**config.mk**
```make
export PLATFORM = sky130hd
export DESIGN_NAME = tcp_top
export DESIGN_NICKNAME = d
export VERILOG_FILES = /design/src/logic/tcp_pkg.sv /design/src/logic/tcp_chan.sv /design/src/logic/tcp_top.sv
export VERILOG_INCLUDE_DIRS = /design/src /design/src/logic
export SDC_FILE = /design/constraint.sdc
export NUM_CORES = 1
export LEC_CHECK = 0
export BUFFER_PORTS_ARGS = -buffer_cell sky130_fd_sc_hd__buf_2
export CORE_MARGIN = 2
export CORE_UTILIZATION = 35
export CTS_CLUSTER_DIAMETER = 120
export DETAILED_ROUTE_END_ITERATION = 8
export GPL_ROUTABILITY_DRIVEN = 0
export MAX_ROUTING_LAYER = met4
export SETUP_SLACK_MARGIN = 0.1
export SLEW_MARGIN = 20
export SYNTH_ARGS = -nofsm -noshare
export SYNTH_HDL_FRONTEND = slang
export SYNTH_SLANG_ARGS = --single-unit
```
**constraint.sdc**
```tcl
create_clock -name aclk -period 2.5 [get_ports aclk]
set_input_delay 0 -clock aclk [delete_from_list [all_inputs] [get_ports aclk]]
set_output_delay 0 -clock aclk [all_outputs]
set_load 0.1 [all_outputs]
```
**src/logic/tcp_consts.svh**
```systemverilog
// Register indices, field positions, reset values and bus codes
`ifndef TCP_CONSTS_SVH
`define TCP_CONSTS_SVH

// Register index; byte address is four times the index
`define TCP_IDX_CS0      6'h25
`define TCP_IDX_VH0      6'h26
`define TCP_IDX_VL0      6'h27
`define TCP_IDX_CS1      6'h28
`define TCP_IDX_VH1      6'h29
`define TCP_IDX_VL1      6'h2a

// Register kinds inside the decode result
`define TCP_KIND_CS      2'h0
`define TCP_KIND_HI      2'h1
`define TCP_KIND_LO      2'h2

// Channel control/status fields
`define TCP_CS_FLAG      7
`define TCP_CS_IE        6
`define TCP_CS_MSB       5
`define TCP_CS_MSA       4
`define TCP_CS_ELSH      3
`define TCP_CS_ELSL      2
`define TCP_CS_TGLOVF    1
`define TCP_CS_MAX       0

// Reset values and write masks
`define TCP_CS_RESET     8'h00
`define TCP_VAL_RESET    16'h0000
`define TCP_CS_WMASK0    7'h7f
`define TCP_CS_WMASK1    7'h5f

// Bus responses
`define TCP_RESP_OKAY    2'h0
`define TCP_RESP_SLVERR  2'h2

`endif

```
**src/logic/tcp_pkg.sv**
```systemverilog
// Types shared by the channel logic and its register block
package tcp_pkg;

   typedef logic [15:0] tcp_count_t;

   // Edge/level code: port control, then the three active codes
   typedef enum logic [1:0] {
      tcp_act_port,
      tcp_act_toggle,
      tcp_act_clear,
      tcp_act_set
   } tcp_els_t;

endpackage

```
**src/logic/tcp_chan.sv**
```systemverilog
// One timer channel: input capture, output compare and PWM pin
`timescale 1ns/10ps

module tcp_chan (
   // Clock and reset
   input  wire logic              aclk,
   input  wire logic              aresetn,
   // Channel settings
   input  wire logic              mode_select_b,
   input  wire logic              mode_select_a,
   input  wire logic [1:0]        edge_level_select,
   input  wire logic              toggle_on_overflow,
   input  wire logic              force_full_duty,
   input  wire tcp_pkg::tcp_count_t cmp_val,
   // Shared counter
   input  wire tcp_pkg::tcp_count_t cnt,
   input  wire logic              ovf,
   // Pin
   input  wire logic              pin_in,
   output      logic              pin_out,
   output      logic              pin_oe_n,
   // Events
   output      logic              cap_evt,
   output      tcp_pkg::tcp_count_t cap_val,
   output      logic              cmp_evt
);

   tcp_pkg::tcp_els_t act;
   logic              cap_mode;
   logic              out_mode;
   logic              match;
   logic              edge_hit;
   logic              pin_prev;
   logic              full_q;
   logic              act_lvl;

   assign act      = tcp_pkg::tcp_els_t'(edge_level_select);
   assign cap_mode = !mode_select_b && !mode_select_a
                     && act != tcp_pkg::tcp_act_port;
   assign out_mode = (mode_select_b || mode_select_a)
                     && act != tcp_pkg::tcp_act_port;
   assign match    = out_mode && cnt == cmp_val;
   // Pulse level driven from the start of each period
   assign act_lvl  = act != tcp_pkg::tcp_act_set;
   // Assumes the pin was stable before capture was enabled
   assign edge_hit = (edge_level_select[0] && pin_in && !pin_prev)
                     || (edge_level_select[1] && !pin_in && pin_prev);

   always_ff @(posedge aclk) begin
      if (!aresetn) begin
         pin_prev <= 1'b0;
      end else begin
         pin_prev <= pin_in;
      end
   end

   always_ff @(posedge aclk) begin
      if (!aresetn) begin
         cap_evt <= 1'b0;
         cap_val <= 16'h0000;
      end else begin
         cap_evt <= cap_mode && edge_hit;
         if (cap_mode && edge_hit) begin
            cap_val <= cnt;
         end
      end
   end

   // Full duty changes only at a period boundary
   always_ff @(posedge aclk) begin
      if (!aresetn) begin
         full_q <= 1'b0;
      end else if (ovf) begin
         full_q <= force_full_duty && !toggle_on_overflow;
      end
   end

   always_ff @(posedge aclk) begin
      if (!aresetn) begin
         cmp_evt <= 1'b0;
      end else begin
         cmp_evt <= match;
      end
   end

   always_ff @(posedge aclk) begin
      if (!aresetn) begin
         pin_out  <= 1'b1;
         pin_oe_n <= 1'b1;
      end else begin
         pin_oe_n <= !out_mode;
         if (!out_mode) begin
            pin_out <= !mode_select_a;
         end else if (ovf && toggle_on_overflow) begin
            pin_out <= !pin_out;
         end else if (full_q) begin
            pin_out <= act_lvl;
         end else if (ovf && act != tcp_pkg::tcp_act_toggle) begin
            pin_out <= act_lvl;
         end else if (match) begin
            case (act)
               tcp_pkg::tcp_act_toggle: pin_out <= !pin_out;
               tcp_pkg::tcp_act_clear:  pin_out <= 1'b0;
               tcp_pkg::tcp_act_set:    pin_out <= 1'b1;
               default:                 pin_out <= pin_out;
            endcase
         end
      end
   end

   AST_CAP_LATCH: assert property (@(posedge aclk) disable iff (!aresetn)
      cap_mode && edge_hit |=> cap_evt && cap_val == $past(cnt))
      else $error("capture did not latch counter");

   AST_FALL_ONLY: assert property (@(posedge aclk) disable iff (!aresetn)
      cap_mode && act == tcp_pkg::tcp_act_clear && pin_in && !pin_prev
      |=> !cap_evt)
      else $error("falling-edge capture fired on rising edge");

   AST_PRESET: assert property (@(posedge aclk) disable iff (!aresetn)
      !out_mode |=> pin_oe_n && pin_out == !$past(mode_select_a))
      else $error("port-control preset level wrong");

   AST_TOV_TOGGLE: assert property (@(posedge aclk) disable iff (!aresetn)
      out_mode && toggle_on_overflow && ovf |=> pin_out != $past(pin_out))
      else $error("overflow toggle missing");

   AST_CLEAR_CMP: assert property (@(posedge aclk) disable iff (!aresetn)
      match && act == tcp_pkg::tcp_act_clear && !ovf && !full_q
      |=> !pin_out && !pin_oe_n)
      else $error("clear on compare failed");

   AST_SET_BUF: assert property (@(posedge aclk) disable iff (!aresetn)
      mode_select_b && match && act == tcp_pkg::tcp_act_set && !ovf
      && !full_q |=> pin_out)
      else $error("buffered set on compare failed");

   AST_FULL_DUTY: assert property (@(posedge aclk) disable iff (!aresetn)
      full_q && out_mode && !toggle_on_overflow |=> pin_out == $past(act_lvl))
      else $error("full duty level not held");

   AST_MAX_HOLD: assert property (@(posedge aclk) disable iff (!aresetn)
      !ovf |=> full_q == $past(full_q))
      else $error("full duty changed inside a period");

   AST_PERIOD_START: assert property (@(posedge aclk) disable iff (!aresetn)
      out_mode && ovf && !toggle_on_overflow && !full_q
      && act == tcp_pkg::tcp_act_clear |=> pin_out)
      else $error("period start level wrong");

   COV_CAPTURE: cover property (@(posedge aclk) disable iff (!aresetn)
      cap_mode ##1 cap_evt);
   COV_FULL: cover property (@(posedge aclk) disable iff (!aresetn)
      full_q && out_mode);

endmodule

```
**src/logic/tcp_top.sv**
```systemverilog
// Timer channel pair with capture, compare, PWM and AXI4-Lite registers
`timescale 1ns/10ps
`include "tcp_consts.svh"

// Summary of operation
// - Channels 0 and 1 pair; output on pin 0
// - Link bit pairs channels; channel 0 first
// - Channel 1 write takes over next period
// - Each overflow selects the last written set
// - Edge/level 00: port control, preset level
// - Capture modes: rising, falling or both edges
// - Compare: toggle, clear or set pin
// - Buffered compare uses same three actions
// - Toggle-on-overflow inverts pin at each overflow
// - Overflow action beats same-cycle compare action
// - Full-duty bit forces 100% PWM output unless toggle-on-overflow is set
// - Full-duty change applies from next period
// - Compare flag at pulse end; overflow outside
module tcp_top (
   // Clock and reset
   input  wire logic              aclk,
   input  wire logic              aresetn,
   // AXI4-Lite write
   input  wire logic [7:0]        s_axi_awaddr,
   input  wire logic              s_axi_awvalid,
   output      logic              s_axi_awready,
   input  wire logic [31:0]       s_axi_wdata,
   input  wire logic [3:0]        s_axi_wstrb,
   input  wire logic              s_axi_wvalid,
   output      logic              s_axi_wready,
   output      logic [1:0]        s_axi_bresp,
   output      logic              s_axi_bvalid,
   input  wire logic              s_axi_bready,
   // AXI4-Lite read
   input  wire logic [7:0]        s_axi_araddr,
   input  wire logic              s_axi_arvalid,
   output      logic              s_axi_arready,
   output      logic [31:0]       s_axi_rdata,
   output      logic [1:0]        s_axi_rresp,
   output      logic              s_axi_rvalid,
   input  wire logic              s_axi_rready,
   // Shared counter
   input  wire tcp_pkg::tcp_count_t tmr_count,
   input  wire logic              tmr_overflow,
   // Channel pins
   input  wire logic              channel0_pin_in,
   output      logic              channel0_pin_out,
   output      logic              channel0_pin_oe_n,
   input  wire logic              channel1_pin_in,
   output      logic              channel1_pin_out,
   output      logic              channel1_pin_oe_n,
   // Channel event requests
   output      logic [1:0]        chan_req
);

   logic [7:0]          ctl [2];
   tcp_pkg::tcp_count_t val [2];
   tcp_pkg::tcp_count_t cmp [2];
   tcp_pkg::tcp_count_t cap_val [2];
   logic [1:0]          cap_evt;
   logic [1:0]          cmp_evt;
   logic [1:0]          pin_in;
   logic [1:0]          pin_out;
   logic [1:0]          pin_oe_n;
   logic [1:0]          val_wr;
   logic                link;
   logic                link_q;
   logic                src_active;
   logic                src_pending;

   logic                aw_held;
   logic                w_held;
   logic                next_aw_held;
   logic                next_w_held;
   logic                next_bvalid;
   logic                next_rvalid;
   logic                wr_go;
   logic [7:0]          aw_addr;
   logic [7:0]          w_data;
   logic                w_lane0;
   logic [3:0]          wsel;
   logic [3:0]          rsel;
   logic [7:0]          rd_byte;

   // Decode: {hit, channel, kind[1:0]}
   function automatic logic [3:0] reg_sel(input logic [7:0] addr);
      reg_sel = 4'h0;
      if (addr[1:0] == 2'h0) begin
         case (addr[7:2])
            `TCP_IDX_CS0: reg_sel = {2'b10, `TCP_KIND_CS};
            `TCP_IDX_VH0: reg_sel = {2'b10, `TCP_KIND_HI};
            `TCP_IDX_VL0: reg_sel = {2'b10, `TCP_KIND_LO};
            `TCP_IDX_CS1: reg_sel = {2'b11, `TCP_KIND_CS};
            `TCP_IDX_VH1: reg_sel = {2'b11, `TCP_KIND_HI};
            `TCP_IDX_VL1: reg_sel = {2'b11, `TCP_KIND_LO};
            default:      reg_sel = 4'h0;
         endcase
      end
   endfunction

   assign pin_in = {channel1_pin_in, channel0_pin_in};
   assign link   = ctl[0][`TCP_CS_MSB];

   // Write channel
   assign wr_go = aw_held && w_held && !s_axi_bvalid;
   assign wsel  = reg_sel(aw_addr);

   always_comb begin
      next_aw_held = aw_held;
      next_w_held  = w_held;
      next_bvalid  = s_axi_bvalid;
      if (s_axi_awvalid && s_axi_awready) begin
         next_aw_held = 1'b1;
      end
      if (s_axi_wvalid && s_axi_wready) begin
         next_w_held = 1'b1;
      end
      if (wr_go) begin
         next_aw_held = 1'b0;
         next_w_held  = 1'b0;
         next_bvalid  = 1'b1;
      end else if (s_axi_bvalid && s_axi_bready) begin
         next_bvalid = 1'b0;
      end
      if (s_axi_rvalid) begin
         next_rvalid = !s_axi_rready;
      end else begin
         next_rvalid = s_axi_arvalid && s_axi_arready;
      end
   end

   always_ff @(posedge aclk) begin
      if (!aresetn) begin
         aw_held       <= 1'b0;
         w_held        <= 1'b0;
         s_axi_awready <= 1'b0;
         s_axi_wready  <= 1'b0;
         s_axi_bvalid  <= 1'b0;
         s_axi_bresp   <= `TCP_RESP_OKAY;
      end else begin
         aw_held       <= next_aw_held;
         w_held        <= next_w_held;
         s_axi_awready <= !next_aw_held && !next_bvalid;
         s_axi_wready  <= !next_w_held && !next_bvalid;
         s_axi_bvalid  <= next_bvalid;
         if (wr_go) begin
            s_axi_bresp <= wsel[3] ? `TCP_RESP_OKAY : `TCP_RESP_SLVERR;
         end
      end
   end

   always_ff @(posedge aclk) begin
      if (!aresetn) begin
         aw_addr <= 8'h00;
         w_data  <= 8'h00;
         w_lane0 <= 1'b0;
      end else begin
         if (s_axi_awvalid && s_axi_awready) begin
            aw_addr <= s_axi_awaddr;
         end
         if (s_axi_wvalid && s_axi_wready) begin
            w_data  <= s_axi_wdata[7:0];
            w_lane0 <= s_axi_wstrb[0];
         end
      end
   end

   // Read channel
   assign rsel = reg_sel(s_axi_araddr);

   always_comb begin
      case (rsel[1:0])
         `TCP_KIND_CS: rd_byte = ctl[rsel[2]];
         `TCP_KIND_HI: rd_byte = val[rsel[2]][15:8];
         `TCP_KIND_LO: rd_byte = val[rsel[2]][7:0];
         default:      rd_byte = 8'h00;
      endcase
   end

   always_ff @(posedge aclk) begin
      if (!aresetn) begin
         s_axi_arready <= 1'b0;
         s_axi_rvalid  <= 1'b0;
         s_axi_rdata   <= 32'h0000_0000;
         s_axi_rresp   <= `TCP_RESP_OKAY;
      end else begin
         s_axi_arready <= !next_rvalid;
         s_axi_rvalid  <= next_rvalid;
         if (s_axi_arvalid && s_axi_arready) begin
            s_axi_rdata <= {24'h00_0000, rsel[3] ? rd_byte : 8'h00};
            s_axi_rresp <= rsel[3] ? `TCP_RESP_OKAY : `TCP_RESP_SLVERR;
         end
      end
   end

   // Per-channel registers and channel logic
   for (genvar i = 0; i < 2; i++) begin : g_ch
      logic wr_cs;
      logic gate;

      assign wr_cs = wr_go && wsel[3] && wsel[2] == i && w_lane0
                     && wsel[1:0] == `TCP_KIND_CS;
      assign val_wr[i] = wr_go && wsel[3] && wsel[2] == i && w_lane0
                         && wsel[1:0] != `TCP_KIND_CS;
      // Channel 1 is silenced while paired
      assign gate = i == 1 && link;

      always_ff @(posedge aclk) begin
         if (!aresetn) begin
            ctl[i] <= `TCP_CS_RESET;
         end else begin
            if (wr_cs) begin
               ctl[i][6:0] <= w_data[6:0]
                  & (i == 0 ? `TCP_CS_WMASK0 : `TCP_CS_WMASK1);
               if (!w_data[`TCP_CS_FLAG]) begin
                  ctl[i][`TCP_CS_FLAG] <= 1'b0;
               end
            end
            // Event set wins over a same-cycle clear
            if (cap_evt[i] || cmp_evt[i]) begin
               ctl[i][`TCP_CS_FLAG] <= 1'b1;
            end
         end
      end

      always_ff @(posedge aclk) begin
         if (!aresetn) begin
            val[i] <= `TCP_VAL_RESET;
         end else if (cap_evt[i]) begin
            val[i] <= cap_val[i];
         end else if (val_wr[i] && wsel[1:0] == `TCP_KIND_HI) begin
            val[i][15:8] <= w_data;
         end else if (val_wr[i]) begin
            val[i][7:0] <= w_data;
         end
      end

      always_ff @(posedge aclk) begin
         if (!aresetn) begin
            chan_req[i] <= 1'b0;
         end else begin
            chan_req[i] <= ctl[i][`TCP_CS_FLAG] && ctl[i][`TCP_CS_IE];
         end
      end

      assign cmp[i] = (i == 0 && link && src_active) ? val[1] : val[i];

      tcp_chan u_chan (
         .aclk               (aclk),
         .aresetn            (aresetn),
         .mode_select_b      (ctl[i][`TCP_CS_MSB] && !gate),
         .mode_select_a      (ctl[i][`TCP_CS_MSA] && !gate),
         .edge_level_select  (gate ? 2'h0
                              : ctl[i][`TCP_CS_ELSH:`TCP_CS_ELSL]),
         .toggle_on_overflow (ctl[i][`TCP_CS_TGLOVF] && !gate),
         .force_full_duty    (ctl[i][`TCP_CS_MAX] && !gate),
         .cmp_val            (cmp[i]),
         .cnt                (tmr_count),
         .ovf                (tmr_overflow),
         .pin_in             (pin_in[i]),
         .pin_out            (pin_out[i]),
         .pin_oe_n           (pin_oe_n[i]),
         .cap_evt            (cap_evt[i]),
         .cap_val            (cap_val[i]),
         .cmp_evt            (cmp_evt[i])
      );
   end

   assign channel0_pin_out  = pin_out[0];
   assign channel0_pin_oe_n = pin_oe_n[0];
   assign channel1_pin_out  = pin_out[1];
   assign channel1_pin_oe_n = pin_oe_n[1];

   // Buffered pair: source follows the last written set
   always_ff @(posedge aclk) begin
      if (!aresetn) begin
         link_q      <= 1'b0;
         src_active  <= 1'b0;
         src_pending <= 1'b0;
      end else begin
         link_q <= link;
         if (link && !link_q) begin
            src_active  <= 1'b0;
            src_pending <= 1'b0;
         end else begin
            if (val_wr[1]) begin
               src_pending <= 1'b1;
            end else if (val_wr[0]) begin
               src_pending <= 1'b0;
            end
            if (tmr_overflow) begin
               src_active <= val_wr[1] | (src_pending & !val_wr[0]);
            end
         end
      end
   end

   AST_LINK_START: assert property (@(posedge aclk) disable iff (!aresetn)
      link && !link_q |=> !src_active)
      else $error("paired channels did not start on channel 0");

   AST_CH1_WAITS: assert property (@(posedge aclk) disable iff (!aresetn)
      link && link_q && val_wr[1] && !tmr_overflow
      |=> src_pending && src_active == $past(src_active))
      else $error("channel 1 write took effect mid-period");

   AST_BUF_SEL: assert property (@(posedge aclk) disable iff (!aresetn)
      link && link_q && tmr_overflow && !val_wr[0] && !val_wr[1]
      |=> src_active == $past(src_pending))
      else $error("overflow picked the wrong register set");

   AST_CH1_QUIET: assert property (@(posedge aclk) disable iff (!aresetn)
      link |=> channel1_pin_oe_n)
      else $error("channel 1 pin driven while paired");

   AST_FLAG_SET: assert property (@(posedge aclk) disable iff (!aresetn)
      cmp_evt[0] |=> ctl[0][`TCP_CS_FLAG])
      else $error("compare event lost");

   COV_BUF_SWAP: cover property (@(posedge aclk) disable iff (!aresetn)
      link && src_active ##1 !src_active);
   COV_WRITE: cover property (@(posedge aclk) disable iff (!aresetn)
      s_axi_bvalid && s_axi_bready);

endmodule

```
Yosys cells after proc, flatten, opt, wreduce, memory -nomap -nowiden
Memories as Yosys holds them, arrays and structs flattened.
Index checks and enable logic that the tools add are counted.
Operators by class
  bitwise logic cells: 16
  divide/modulo/power cells: 0
  $lt $le $gt $ge: 0
  multiplexer cells: 87
  multipliers: 0
  $add $sub $neg: 0
  shift operators: 0
  eq/ne operators: 31
  reduce and logical (&&, ||, !) cells: 90
Operators with widths (count)
  == test 6 bit (second input constant): 12
  2-to-1 mux 1 bit: 67
  logical AND 1 bit: 51
  2-to-1 mux 16 bit: 3
  one-hot mux 4 bit (6 select lines): 2
  2-to-1 mux 8 bit: 5
  == test 16 bit: 2
  one-hot mux 8 bit (3 select lines): 1
  logical NOT 1 bit: 22
  2-to-1 mux 7 bit: 2
  inequality test 7 bit (second input constant): 2
  bitwise OR 1 bit: 13
  == test 2 bit (second input constant): 5
  inequality test 5 bit (second input constant): 2
  == test 2 x 1 -> 1 bit (second input constant): 4
  logical NOT 2 bit: 4
  2-to-1 mux 4 bit: 2
  nonzero test 2 bit: 4
  logical OR 1 bit: 6
  2-to-1 mux 2 bit: 3
  one-hot mux 1 bit (3 select lines): 2
  inequality test 2 x 1 -> 1 bit (second input constant): 2
  inequality test 2 bit (second input constant): 2
  AND reduction 2 bit: 2
  3 further kinds: 4
Storage, ports and cells
  logic and storage cells: 258
  output and inout port bits: 47
  flip-flop bits (word level): 85
  memory bits (writable): 48
  memories: 2
  bits in latches: 0
  bits in read-only memories: 0
Memory list
  val: depth 2, width 16, rd ports 3, clocked after memory_dff 0, write ports 2, RTL line tcp_top.sv:57  | tcp_pkg::tcp_count_t val [2];
  ctl: depth 2, width 8, rd ports 3, clocked after memory_dff 0, write ports 2, RTL line tcp_top.sv:56  | logic [7:0] ctl [2];

Longest topological paths before layout
Gate-level depths: netlist (run 1).
  depth in word-level cells: 13
  mapped depth: 9
  gate-level depth less buffers: 9

By module
A second synthesis (run 1) with hierarchy kept.
Unflattened totals
  cell total of the unflattened synthesis: 646
  area total of the unflattened synthesis: 6573.8 um2
By module, submodules not included
  tcp_top: sequential area each 2192.1 um2, area an instance 4384.2 um2, times used 1, cells an instance 420
  tcp_chan: sequential area each 440.4 um2, area an instance 1094.8 um2, times used 2, cells an instance 113

Worst setup path after synthesis (run 1)
No wires, ideal clock.
  path type: reg-to-reg
  from: register s_axi_bvalid
  to: memory val[0][10] in the netlist's numbering (enable)
  cell stages (with the launch flop): 7
  clock period less this slack: 2.561 ns
  setup slack: -0.061 ns
  path buffers: 0
  arrival time: 2.226 ns
  setup time: 0.334 ns
  path through: dfxtp_1 -> nand3b_1 -> nor3_1 -> and3_1 -> nand2_1 -> a2111oi_4 -> nand2b_1
RTL lines
  start: declaration: RTL line tcp_top.sv:32  | output logic s_axi_bvalid,
  start signal: assignment: RTL line tcp_top.sv:145  | s_axi_bvalid <= next_bvalid;
  end: declaration: RTL line tcp_top.sv:57

==> run metrics, run 1 <==
status=finished, final reports clean; post-route ant nets=0; Hold Path Cell Cnt=3; measured slew at the worst slew-check pin=0.8474 ns; Sw Share=29.02%; Synth Flop Type=dfxtp_1; area leader, netlist=dfxtp_1; fillcell total=1753; CP Data Required Time=2.81 ns; post-route clock period utilization=88.62%; Via density=5.079; clock-pin transition on the worst setup and hold timing paths=0.06 ns; maximum vdd drop=0.4503 mV; first-pass GRT wire length=26650 um; Gate power share=12.1%; CP Cell Sequence=nand2_8 -> o21ai_2 -> or4_1 -> a222oi_1 -> buf_4 -> a31oi_1 -> nor3b_2; slew margin rel.=42.05%; Top Family by Delay on Critical Path=simple AND/OR/NAND/NOR gates; die height=138.9 um; WHS=0.03250 ns; die area=19300 um^2; Total GRT Usage=18.23%; class of the worst hold path=in2reg; setup bufs post-CTS=0; data arrival time of the worst path=2.53 ns; Ant. Diodes=0; crit start category=flop; Netlist cell types=62; Min Clock Period, post-route=2.216 ns; Initial DRC Count=446; Power per Cell Area=687.2 nW/um^2; Synth top area share=26.08%; busiest grt layer=met2; worst skew pair latency=0.43 ns; Crit path buffers/inverters=1; synth top area cells=dfxtp_1 (26%), edfxtp_1 (22%), mux2i_1 (7.7%); vias in the first global route=4871; synthesized cell area=6372 um^2; final-report max-slew violation count=0; DRC viols=0; M1 GR Usage=24.48%; register bit total from synthesis=130; Synth-to-Final Area Change=24.01%; CTS tree=done; Ports=125; # port buffers=71; CP peak stage delay=0.56 ns; wire length per cell=17.03 um; Worst path depth=7; Core Footprint=17900 um^2; fmax=451.3 MHz; clock skew=0.01573 ns; Vias=5069; Pint=3.855 mW; root buffer cell=clkbuf_16; sequential fraction of the synthesis area=48.22%; Detailed Place HPWL=12060 um; worst-path fanout max=8; CP max stage cell=edfxtp_1; Hold Vio Cnt, Final=0; synthesis warning total=0; Max clock buf depth=2; Crit. End Element=flop; R2R depth=7; Clk pwr share=45.0%; drt pass-1 iters=7; Switch Pwr=1.576 mW; Initial Util=35.60%; Num CTS Buffers=17; GR Overflow Total=0; Rows=49; Global Route met3 Usage=3.557%; Layout Nets=840; EDFF count, synth=47; layout cells sized above 1=16.78%; Async S/R FF share, synth=0%; htree depth=4; Seq pwr share=42.9%; Leak=3.200 nW; Setup TNS=0 ns; crit path kind=reg2reg; initial antenna violation count=0; Synth Area per Inst=9.972 um^2; Final Setup Violations=0; clk sinks=130; largest net degree at the start of global routing=40; DIE WIDTH=138.9 um; Max Cap Viol=0; RSZ-0062 raised after global routing=false; GRT met2 Usage=27.82%; Synth Instances=639; total wire length=17000 um
==> registers in the layout, summed over array words and instances (netlist names), 2 cells and up <==
register	count
g_ch.u_chan.cap_val	32
g_ch.u_chan.full_q	2
w_data	8
g_ch.u_chan.cap_evt	2
s_axi_rdata	8
g_ch.u_chan.pin_prev	2
chan_req	2
val	32
aw_addr	8
g_ch.u_chan.cmp_evt	2
ctl	15
g_ch.u_chan.pin_out	2
g_ch.u_chan.pin_oe_n	2
==> through the flow <==
stage               total power, mW  std cells  instance area, um^2  setup WS, ns  utilization, %
finish                        5.431        998                 7903        0.2844           44.14
global route                  5.598        998                 7903        0.1188           44.14
CTS                           5.455        998                 7903        0.2704           44.14
detailed placement            2.983        926                 6918        0.2858           38.64
global placement              2.980        926                 6918        0.2675           38.64
floorplan                     2.844        664                 6467        0.1738               -
==> cell type report <==
class	instances	area [um^2]	area share [%]
repair buffers	123	858.3	10.86
clock inverters	13	108.9	1.377
inverters	20	75.07	0.9500
well taps	229	286.5	3.626
clock buffers	19	475.5	6.016
multi-input cells	464	3024	38.27
flip-flops and latches	130	3074	38.90
==> worst paths after layout <==
path	endpoint	slack (ns)	startpoint
setup reg to reg	g_ch[0].u_chan.pin_out$_SDFFE_PN1P_	0.28	ctl[0][5]$_SDFFCE_PN0P_
hold reg to reg	s_axi_awready$_SDFF_PN0_	0.45	aw_held$_SDFF_PN0_
hold / removal	g_ch[1].u_chan.pin_out$_SDFFE_PN1P_	0.03	aresetn
setup / recovery	g_ch[0].u_chan.pin_out$_SDFFE_PN1P_	0.28	ctl[0][5]$_SDFFCE_PN0P_
==> logic make-up after synthesis <==
group                      count (synthesis)  share of synthesized area [%]
muxes                                     49                          7.697
buffers and inverters                     70                          5.890
adders and majority gates                  6                          1.178
AOI/OAI and AO/OA                        131                          15.26
DFF                                      130                          48.22
and+or+nand+nor                          224                          17.85
xor gates and xnor gates                  28                          3.848
other                                      1                        0.05885
==> cell usage in the layout, fill, tap and decap left out, drive strengths merged, types with 9 or more instances in the layout <==
cell,synthesis,layout
nor2,72,72
o221ai,9,9
and2,23,23
dlygate4sd3,0,40
mux2i,49,49
o21ai,12,12
nand2,60,60
buf,37,83
a22oi,10,10
a21oi,33,33
a22o,32,32
inv,20,28
clkbuf,13,19
xor2,23,23
dfxtp,83,83
nand2b,12,12
conb,1,26
edfxtp,47,47
==> power groups by stage <==
stage / clock network, mW / registers, mW / logic, mW
6_report: 2.44 / 2.33 / 0.659
3_3_place_gp: 0 / 2.37 / 0.607
4_1_cts: 2.47 / 2.33 / 0.659
2_1_floorplan: 0 / 2.42 / 0.422
3_5_place_dp: 0 / 2.37 / 0.608
5_1_grt: 2.56 / 2.34 / 0.705
==> worst reg2reg max path, delay by kind of cell (launching register included) <==
kind            cells  cell delay, ns
simple gates        3            0.86
compound gates      3            0.50
buf+inv             1            0.20
flops               1            0.56
==> synthesized netlist by cell type, types with 7 or more instances <==
cell type	instances
dfxtp_1	83
nor2_1	72
nand2_1	59
mux2i_1	49
edfxtp_1	47
a21oi_1	33
a22o_1	32
buf_4	27
xor2_1	23
and2_1	21
inv_1	20
clkbuf_1	13
a22oi_1	10
nand2b_1	10
o21ai_0	9
o221ai_1	9
a32o_1	8
and3_1	7
nand3_1	7
nor2b_1	7
==> per-layer routing <==
metal  routed length [um]  part of all wire, %  vias to the layer above
li1                     -                    -                     2485
met1                 8150                   48                     2403
met2                 7587                   45                      162
met3                  943                  5.5                       19
met4                  318                  1.9                        0
met5                    0                    0                        -
==> timing repair <==
| action | 4_1_cts | 5_1_grt |
|---|---|---|
| hold buffers | 40 | 0 |
| endpoints found under the hold margin | 59 | 0 |
| gates resized for setup | 0 | 0 |
| endpoints found under the setup margin | 0 | 0 |
No activity file was read; power rests on OpenSTA's default activity.
==> inputs of run 2 (changes only) <==
--- a/config.mk
+++ b/config.mk
@@ -6,6 +6,7 @@
 export SDC_FILE = /design/constraint.sdc
 export NUM_CORES = 1
 export LEC_CHECK = 0
+export ABC_AREA = 1
 export BUFFER_PORTS_ARGS = -buffer_cell sky130_fd_sc_hd__buf_2
 export CORE_MARGIN = 2
 export CORE_UTILIZATION = 35
@@ -14,7 +15,7 @@
 export GPL_ROUTABILITY_DRIVEN = 0
 export MAX_ROUTING_LAYER = met4
 export SETUP_SLACK_MARGIN = 0.1
-export SLEW_MARGIN = 20
 export SYNTH_ARGS = -nofsm -noshare
 export SYNTH_HDL_FRONTEND = slang
 export SYNTH_SLANG_ARGS = --single-unit
+export TNS_END_PERCENT = 1
==> run metrics, run 2 <==
Synth Flop Type=dfxtp_1; Ant. Diodes=0; clock skew=0.01097 ns; commonest non-fill, non-tap cell in the layout=nand2_1; fin cells=1254; root buffer cell=clkbuf_16; Leak=3.634 nW; die height=141.9 um; Num CTS Buffers=17; Synth-to-Final Area Change=23.09%; Synth top area share=24.95%; die area=20140 um^2; fmax=469.8 MHz; multi-input logic area=2947 um^2; Max clock buf depth=2; vias in the first global route=5574; Initial Util=35.60%; Min Clock Period, post-route=2.129 ns; GR Overflow Total=0; maximum vdd drop=0.4636 mV; cell count after placement=1183; Rows=50; measured slew at the worst slew-check pin=0.6021 ns; Post-CTS Resized=0; register bit total from synthesis=130; DIE WIDTH=141.9 um; Reg2Reg Launch Point=ctl[0][5]$_SDFFCE_PN0P_; Netlist cell types=36; Async S/R FF share, synth=0%; Final Setup Violations=0; CTS tree=done; synth top area cells=dfxtp_1 (25%), edfxtp_1 (21%), nand2_1 (13%); status=finished, final reports clean; htree depth=4; post-route clock period utilization=85.14%; worst skew pair latency=0.42 ns; Total GRT Usage=19.24%; Hold Startpoint=aresetn; Synth Instances=894; total wire length=18450 um; drt pass-1 iters=5; CP Data Required Time=2.79 ns; largest net degree at the start of global routing=40; final-report max-slew violation count=0; area leader, netlist=dfxtp_1; Layout Nets=1091; Core Footprint=18710 um^2; fin util=43.82%; CP Launch Point=ctl[0][5]$_SDFFCE_PN0P_; Ports=125; data arrival time of the worst path=2.42 ns; Detailed Place HPWL=13440 um; Regs by FF count=g_ch.u_chan.cap_val (32), val (32), ctl (15); class of the worst hold path=in2reg; EDFF count, synth=47; Max Cap Viol=0; clock-pin transition on the worst setup and hold timing paths=0.06 ns; initial antenna violation count=0; worst-path fanout max=14; first-pass GRT wire length=29150 um; synthesis warning total=0; clk sinks=130; fillcell total=1897; Initial DRC Count=344; most frequent cells in the layout=nand2_1 (222), o21ai_0 (117), inv_1 (100); slew margin rel.=59.81%; Hold Vio Cnt, Final=0; Vias=6095; sequential fraction of the synthesis area=46.15%; Crit. End Element=flop; DRC viols=0; synth cell count leaders=nand2_1 (222), o21ai_0 (117), inv_1 (100); Sequential Area=3073 um^2; wire length per cell=14.71 um; RSZ-0062 raised after global routing=false; most numerous cell in the Yosys netlist=nand2_1; Power per Cell Area=688.9 nW/um^2; crit start category=flop; # port buffers=71; post-route ant nets=0; crit path kind=reg2reg; layout cells sized above 1=13.53%; Synth Area per Inst=7.448 um^2; synthesized cell area=6659 um^2; Via density=4.860
[run 2: cell type report]
cell class                 instances  share of cell area (%)
inverter                         104                   4.793
clock buffer                      28                   7.220
tap                              234                   3.572
sequential                       130                   37.49
timing repair buffer             127                   10.65
clock inverter                     4                  0.3206
multi-input combinational        627                   35.95
[run 2: cell families (layout without fill, tap and decap cells)]
kind of cell | Yosys count | count (layout) | share of synthesized area, %
flip-flops | 130 | 130 | 46.15
other | 1 | 26 | 0.05632
adder cells (fa/ha/maj) | 6 | 6 | 1.127
XOR/XNOR | 10 | 10 | 1.315
buffers and inverters | 162 | 263 | 11.01
AND/OR/NAND/NOR | 395 | 395 | 25.61
AO/OA/AOI/OAI | 190 | 190 | 14.73
[run 2: path summary, 6_finish.rpt]
check	cells after the start	slack (ns)	end
setup / recovery	12	0.37	g_ch[0].u_chan.pin_out$_SDFFE_PN1P_
hold / removal	3	0.04	aw_addr[4]$_SDFFE_PN0P_
setup reg to reg	12	0.37	g_ch[0].u_chan.pin_out$_SDFFE_PN1P_
hold reg to reg	1	0.43	s_axi_wready$_SDFF_PN0_
[run 2: power breakdown]
part           switching [mW]  internal [mW]
clock                   0.916           1.62
sequential             0.0602           2.29
combinational           0.573          0.195
total                    1.55           4.10
[run 2: critical path, cell delays in order, from the launching register on]
cell	delay [ns]
edfxtp_1	0.50
nand2_1	0.49
nand2_1	0.12
nand3_1	0.12
nand2_1	0.08
nor2_1	0.13
nand2_1	0.06
nor2_1	0.10
nand2_1	0.11
nand2_1	0.08
nand2_1	0.07
nand3_1	0.07
nand3_1	0.07
[run 2: per-stage QoR]
stage	cell area [um^2]	hold slack, ns	setup TNS, ns	total power [mW]	worst slack (ns)
CTS	8197	0.02897	0	5.685	0.4083
global placement	7188	0.2235	0	3.101	0.4275
floorplan	6753	0.09763	-1.499	2.945	-0.09367
detailed placement	7188	0.2231	0	3.108	0.4238
global route	8197	0.06990	0	5.851	0.1002
finish	8197	0.04041	0	5.646	0.3715
[run 2: metal layers]
metal | vias up | global-route usage, % | share of wire, % | wire (um)
met1 | 2739 | 25.68 | 47 | 8641
met2 | 226 | 28.90 | 44 | 8076
met3 | 30 | 4.475 | 7.1 | 1312
met5 | - | - | 0 | 0
li1 | 3100 | - | - | -
met4 | 0 | 6.421 | 2.2 | 414
[run 2: what timing repair did]
item,in CTS,in global routing
hold endpoints to repair,54,0
hold buffers,39,0
setup buffers,0,0
